==> src/verilog/bcr_defines.svh <==
// Purpose: Offsets, field positions, masks and reset values of the
//          bridge command register and its status half.
// Assumes: Included by bare name wherever the values are needed.
// Notes:   Definitions only.
`ifndef BCR_DEFINES_SVH
`define BCR_DEFINES_SVH

// Byte offset of the dword that holds command and status
`define BCR_CMD_OFFSET 8'h04

// Command field positions
`define BCR_IO_EN_BIT 0
`define BCR_MEM_EN_BIT 1
`define BCR_MASTER_EN_BIT 2
`define BCR_PARITY_EN_BIT 6
`define BCR_SYSERR_EN_BIT 8
`define BCR_INT_DIS_BIT 10

// Writable command bits: 0, 1, 2, 6, 8, 10
`define BCR_CMD_WMASK 16'h0547
`define BCR_CMD_RESET 16'h0000

// Status half positions (dword bit minus 16)
`define BCR_STAT_CAPLIST_BIT 4
`define BCR_STAT_MDPE_BIT 8
`define BCR_STAT_SSE_BIT 14
`define BCR_STAT_DPE_BIT 15
`define BCR_STAT_FIXED 16'h0010
`define BCR_STAT_RESET 1'b0

`endif

==> src/verilog/bcr_pkg.sv <==
// Purpose: Types shared by the bridge command register files.
// Assumes: Constants live in bcr_defines.svh.
// Notes:   Types only.
`default_nettype none
package bcr_pkg;
    typedef logic [15:0] bcr_half_t;
    typedef logic [31:0] bcr_dword_t;
    typedef logic [7:0] bcr_addr_t;
    typedef logic [3:0] bcr_be_t;
endpackage
`default_nettype wire

==> src/verilog/bcr_status_flag.sv <==
// Purpose: One sticky status flag, set by hardware, cleared by writing one.
// Assumes: Set and clear are single-cycle terms on sys_clk.
// Notes:   A set in the clearing cycle wins, so no event is lost.
`timescale 1ns/10ps
`default_nettype none
`include "bcr_defines.svh"

module bcr_status_flag
    import bcr_pkg::*;
(
    input wire logic sys_clk,
    input wire logic rst,
    input wire logic clkEn,
    input wire logic setPulse,
    input wire logic clrPulse,
    output logic flagQ
);

    ////////////////////////////////////////////////////////////////////////
    // Sticky flag, set has priority over clear
    always_ff @(posedge sys_clk) begin
        if (rst) begin
            flagQ <= `BCR_STAT_RESET;
        end else if (clkEn) begin
            if (setPulse) begin
                flagQ <= 1'b1;
            end else if (clrPulse) begin
                flagQ <= 1'b0;
            end
        end
    end

endmodule // bcr_status_flag
`default_nettype wire

==> src/verilog/bcr_command.sv <==
// Purpose: Command register of the bridge configuration header, the gates
//          it drives, and the three error flags of its status half.
// Assumes: Configuration requests and all event inputs come from logic on
//          sys_clk; addresses are byte addresses of whole dwords.
// Notes:   Reads return data one cycle after the request.
//
// How it works
// - I/O requests on the primary side are answered only while bit 0 is set.
// - Memory requests on the primary side are answered only while bit 1 is set.
// - With bit 2 clear no upstream request is started and downstream ones are refused.
// - A refused non-posted downstream request gets an Unsupported Request completion.
// - With bit 2 set downstream memory and I/O requests are forwarded upstream.
// - Bits 3, 4, 5, 7 and 9 read as zero and ignore writes.
// - With bit 6 clear detected parity errors may be ignored.
// - With bit 6 set every detected parity error gets its normal handling.
// - Bit 8 gates fatal and non-fatal error messages to the root complex.
// - Bit 10 set stops the block's own INTx messages.
// - INTx messages forwarded from downstream pass whatever bit 10 holds.
// - Status bit 30 sets when an error message is sent with bit 8 set.
// - Status bit 24 never sets while bit 6 is clear.
`timescale 1ns/10ps
`default_nettype none
`include "bcr_defines.svh"

module bcr_command
    import bcr_pkg::*;
(
    input wire logic sys_clk,
    input wire logic rst,
    input wire logic clkEn,
    input wire logic cfgWrEn,
    input wire logic cfgRdEn,
    input wire bcr_addr_t cfgAddr,
    input wire bcr_be_t cfgByteEn,
    input wire bcr_dword_t cfgWrData,
    output bcr_dword_t cfgRdData,
    output logic cfgRdValid,
    input wire logic inIoReq,
    input wire logic inMemReq,
    output logic ioAccept,
    output logic memAccept,
    input wire logic localMasterReq,
    output logic localMasterGrant,
    input wire logic dnReqValid,
    input wire logic dnReqNonPosted,
    output logic dnForward,
    output logic dnUrComplete,
    input wire logic parityErrDetected,
    input wire logic parityErrMaster,
    output logic parityActionReq,
    input wire logic poisonedRx,
    input wire logic errMsgReq,
    output logic errMsgSend,
    input wire logic localIntReq,
    output logic intxSend,
    input wire logic dnIntxReq,
    output logic intxForward,
    output bcr_half_t commandQ
);

    bcr_half_t statusHalf;
    logic hitCmd;
    logic ioSpaceEnable;
    logic memSpaceEnable;
    logic busMasterEnable;
    logic parityRespEnable;
    logic system_error_report_enable;
    logic intxDisable;
    logic [2:0] flagSet;
    logic [2:0] flagClr;
    logic [2:0] flagQ;
    bcr_half_t cmdWMask;

    ////////////////////////////////////////////////////////////////////////
    // Decode and named command fields
    assign hitCmd = (cfgAddr == `BCR_CMD_OFFSET);
    assign cmdWMask = `BCR_CMD_WMASK; // Per-lane slices avoid width loss
    assign ioSpaceEnable = commandQ[`BCR_IO_EN_BIT];
    assign memSpaceEnable = commandQ[`BCR_MEM_EN_BIT];
    assign busMasterEnable = commandQ[`BCR_MASTER_EN_BIT];
    assign parityRespEnable = commandQ[`BCR_PARITY_EN_BIT];
    assign system_error_report_enable = commandQ[`BCR_SYSERR_EN_BIT];
    assign intxDisable = commandQ[`BCR_INT_DIS_BIT];

    // Command write, byte lanes 0 and 1; fixed bits never stored
    always_ff @(posedge sys_clk) begin
        if (rst) begin
            commandQ <= `BCR_CMD_RESET;
        end else if (clkEn && cfgWrEn && hitCmd) begin
            if (cfgByteEn[0]) begin
                commandQ[7:0] <= cfgWrData[7:0] & cmdWMask[7:0];
            end
            if (cfgByteEn[1]) begin
                commandQ[15:8] <= cfgWrData[15:8]
                    & cmdWMask[15:8];
            end
        end
    end

    ////////////////////////////////////////////////////////////////////////
    // Primary-side target gates
    assign ioAccept = inIoReq && ioSpaceEnable;
    assign memAccept = inMemReq && memSpaceEnable;

    // Upstream mastering and downstream request handling
    assign localMasterGrant = localMasterReq && busMasterEnable;
    assign dnForward = dnReqValid && busMasterEnable;
    assign dnUrComplete = dnReqValid && !busMasterEnable
        && dnReqNonPosted;

    // Parity handling follows the response enable
    assign parityActionReq = parityErrDetected && parityRespEnable;

    // Error messages gated by the report enable
    assign errMsgSend = errMsgReq && system_error_report_enable;

    // Own INTx gated, forwarded INTx untouched
    assign intxSend = localIntReq && !intxDisable;
    assign intxForward = dnIntxReq;

    ////////////////////////////////////////////////////////////////////////
    // Status flags: 0 master parity, 1 signalled error, 2 poisoned receipt
    assign flagSet[0] = parityErrDetected && parityErrMaster
        && parityRespEnable;
    assign flagSet[1] = errMsgSend;
    assign flagSet[2] = poisonedRx;
    assign flagClr[0] = cfgWrEn && hitCmd && cfgByteEn[3]
        && cfgWrData[16 + `BCR_STAT_MDPE_BIT];
    assign flagClr[1] = cfgWrEn && hitCmd && cfgByteEn[3]
        && cfgWrData[16 + `BCR_STAT_SSE_BIT];
    assign flagClr[2] = cfgWrEn && hitCmd && cfgByteEn[3]
        && cfgWrData[16 + `BCR_STAT_DPE_BIT];

    // One sticky flag per status bit
    generate
        for (genvar i = 0; i < 3; i++) begin : g_flag
            bcr_status_flag u_flag (
                .sys_clk(sys_clk),
                .rst(rst),
                .clkEn(clkEn),
                .setPulse(flagSet[i]),
                .clrPulse(flagClr[i]),
                .flagQ(flagQ[i])
            );
        end
    endgenerate

    // Status half image
    always_comb begin
        statusHalf = `BCR_STAT_FIXED;
        statusHalf[`BCR_STAT_MDPE_BIT] = flagQ[0];
        statusHalf[`BCR_STAT_SSE_BIT] = flagQ[1];
        statusHalf[`BCR_STAT_DPE_BIT] = flagQ[2];
    end

    ////////////////////////////////////////////////////////////////////////
    // Read port, unmapped offsets read zero
    always_ff @(posedge sys_clk) begin
        if (rst) begin
            cfgRdData <= 32'h0000_0000;
            cfgRdValid <= 1'b0;
        end else if (clkEn) begin
            cfgRdValid <= cfgRdEn;
            if (cfgRdEn) begin
                cfgRdData <= hitCmd ? {statusHalf, commandQ} : 32'h0000_0000;
            end
        end
    end
endmodule // bcr_command
`default_nettype wire

==> config.mk <==
export PLATFORM = sky130hd
export DESIGN_NAME = bcr_command
export DESIGN_NICKNAME = d
export VERILOG_FILES = /design/src/verilog/bcr_pkg.sv /design/src/verilog/bcr_status_flag.sv /design/src/verilog/bcr_command.sv
export VERILOG_INCLUDE_DIRS = /design/src /design/src/verilog
export SDC_FILE = /design/constraint.sdc
export NUM_CORES = 1
export LEC_CHECK = 0
export ABC_AREA = 1
export BUFFER_PORTS_ARGS = -buffer_cell sky130_fd_sc_hd__buf_2
export CELL_PAD_IN_SITES_DETAIL_PLACEMENT = 1
export CELL_PAD_IN_SITES_GLOBAL_PLACEMENT = 1
export CORE_ASPECT_RATIO = 1.75
export CORE_MARGIN = 2
export CORE_UTILIZATION = 24
export CTS_CLUSTER_DIAMETER = 60
export DETAILED_ROUTE_END_ITERATION = 8
export PLACE_DENSITY = 0.95
export SYNTH_ARGS = -nofsm -noshare
export SYNTH_HDL_FRONTEND = slang
export SYNTH_HIERARCHICAL = 1
export SYNTH_SLANG_ARGS = --single-unit
==> constraint.sdc <==
create_clock -name sys_clk -period 1.35 [get_ports sys_clk]
set_input_delay 0 -clock sys_clk [delete_from_list [all_inputs] [get_ports sys_clk]]
set_output_delay 0 -clock sys_clk [all_outputs]
set_load 0.02 [all_outputs]
==> results.json <==
{
  "htreeDepth": 1,
  "critical_path_class": "flip-flop to primary output",
  "slew_viol_final": 0,
  "ys_ff_latch": 20,
  "synth_top_cell_by_area": "dfxtp_1",
  "num_io_pins": 118,
  "grt_pass1_vias": 1270,
  "hold_viol_final": 0,
  "rsz0062_at_grt": "no",
  "seq_area_frac_synth": 0.323,
  "syn_to_final_growth_pct": 23.6,
  "p_int_w": 0.000908,
  "grt_overflow_total": 0,
  "place_area_sq_um": 1470,
  "cts.sinks": 20,
  "finalPower_w": 0.00126,
  "p_sw_w": 0.000347,
  "place_congestion": 0.695,
  "synthMostInstantiatedCell": "nand2_1",
  "setup_violations": 0,
  "portBuffers": 59,
  "synth_flop_cell": "dfxtp_1",
  "finalCritPeriodShare": 0.725,
  "start_util": 0.249,
  "async_reset_ff_frac": 0,
  "maxCapViolCount": 0,
  "avgSynthCellArea_sq_um": 6.74,
  "rows": 34,
  "max_freq_ghz": 1.02,
  "critPathMaxFanout": 4,
  "dp_hpwl_microns": 2650,
  "syn-instance-count": 184,
  "postRouteAntennaNets": 0,
  "grt_max_degree": 19,
  "p_comb_frac": 0.164,
  "final_area_sq_um": 1530,
  "cts_tree": "yes",
  "drive_gt1_frac": 0.306,
  "post_drt_wl_per_cell_microns": 10.5,
  "start_kind": "flip-flop",
  "hp-class": "primary input to primary output",
  "die_w_microns": 58.3,
  "postCtsSetupRepairBufs": 0,
  "die-area_sq_um": 5780,
  "synth_top_area_frac": 0.323,
  "end_kind": "primary output",
  "routed_wl_microns": 3130,
  "via_count": 1210,
  "antenna_found_initial": 0,
  "holdWs_ps": 0.0436,
  "numCtsBuffers": 3,
  "layout_min_cycle_time_ps": 979,
  "synth_area_sq_um": 1240,
  "cp.arrival_ps": 980,
  "crit_required_ps": 1350,
  "die_h_microns": 99.1,
  "timing.setup.tns_ps": 0,
  "p_per_area_nw_per_um2": 819,
  "coreArea_sq_um": 4980,
  "grt_pass1_wl_microns": 5270,
  "p_clk_frac": 0.362,
  "drtPass1Iterations": 4,
  "drc_errors": 0,
  "finalClockSkew_ps": 4.49,
  "p_sw_frac": 0.277,
  "ys_top_cells_by_count": "nand2_1, buf_4, inv_1",
  "clk_pin_slew_ps": 80,
  "ys_warn_count": 6,
  "p_leak_nw": 0.899,
  "synth-edff-count": 0,
  "clkLatencyLatePin_ps": 260,
  "layout.nets": 306,
  "cts_buffer_depth": 2,
  "viasPerCell": 4.05,
  "diodes": 0,
  "seqPwrFrac": 0.474,
  "dr.first_iter.drc_count": 17,
  "grt.total_usage": 0.116,
  "status": "finished, final reports clean",
  "cts-root-buf": "clkbuf_8",
  "synthDistinctLibCells": 17,
  "synthTopCellsByArea": "dfxtp_1, buf_4, nand2_1, inv_1, a21oi_1",
  "ir_drop_uv": 503
}
## power groups by stage
stage	registers (W)	clock network (W)	logic, W
floorplan	0.000611	0	0.000201
global placement	0.000609	0	0.000199
detailed placement	0.000609	0	0.000204
CTS	0.000595	0.000471	0.000206
global route	0.000595	0.000496	0.000226
finish	0.000595	0.000454	0.000206
## layout make-up
cell class                 instances  area (sq um)
timing repair buffer              62           320
clock buffer                       4          55.1
sequential                        20           400
inverter                          34           128
fill                             671          3440
multi-input combinational        125           562
tap                               54          67.6
## worst paths after layout
path	slack, ps	cells past startpoint	endpoint	start
min reg2reg	460	2	cfgRdValid$_SDFFE_PP0P_	cfgRdValid$_SDFFE_PP0P_
max	370	3	parityActionReq	commandQ[6]$_SDFFE_PP0P_
min	0.04	0	intxForward	dnIntxReq
max reg2reg	500	4	g_flag[0].u_flag/flagQ$_SDFFE_PP0P_	commandQ[6]$_SDFFE_PP0P_
## cell usage in the layout, fill, tap and decap left out, drive strengths merged
cell type     n
inv          33
dfxtp        20
nand3        12
nand4         6
buf          61
conb         32
dlygate4sd3   1
nand2        44
nor2         17
a21oi        14
clkbuf        4
clkinv        1
## critical path: stages, from the launching register on
cell and delay, ps:
dfxtp_1 410, nand2_1 100, inv_1 60, buf_2 150
## per-layer routing
layer / GRT usage / wire length, microns / up-vias / part of all wire
met5: 0 / 0 / - / 0
met1: 0.114 / 1090 / 531 / 0.35
li1: - / - / 610 / -
met2: 0.227 / 1740 / 65 / 0.56
met4: 0.0537 / 55 / 0 / 0.018
met3: 0.0105 / 248 / 4 / 0.079
## through the flow
| step | util | worst slack [ps] | std cells |
|---|---|---|---|
| after floorplan | - | 388 | 215 |
| after global placement | 0.295 | 307 | 294 |
| after detailed placement | 0.295 | 281 | 294 |
| after CTS | 0.308 | 339 | 299 |
| after global routing | 0.308 | 282 | 299 |
| final | 0.308 | 371 | 299 |
## registers in the layout, indices dropped and copies added, names as in the netlist
register	flops
commandQ	6
cfgRdData	10
g_flag.u_flag/flagQ	3
cfgRdValid	1
## cells by family after synthesis
kind of cell | Yosys count | synth area share
flops | 20 | 0.323
compound gates | 14 | 0.0656
other cells | 1 | 0.00302
buf+inv | 70 | 0.318
simple gates | 79 | 0.291
## what timing repair did
item,in CTS,in global routing
hold buffers,1,0
endpoints found under the setup margin,0,0
gates resized for setup,0,0
hold endpoints to repair,1,0
Note: power is estimated with default switching activity, not from simulation.
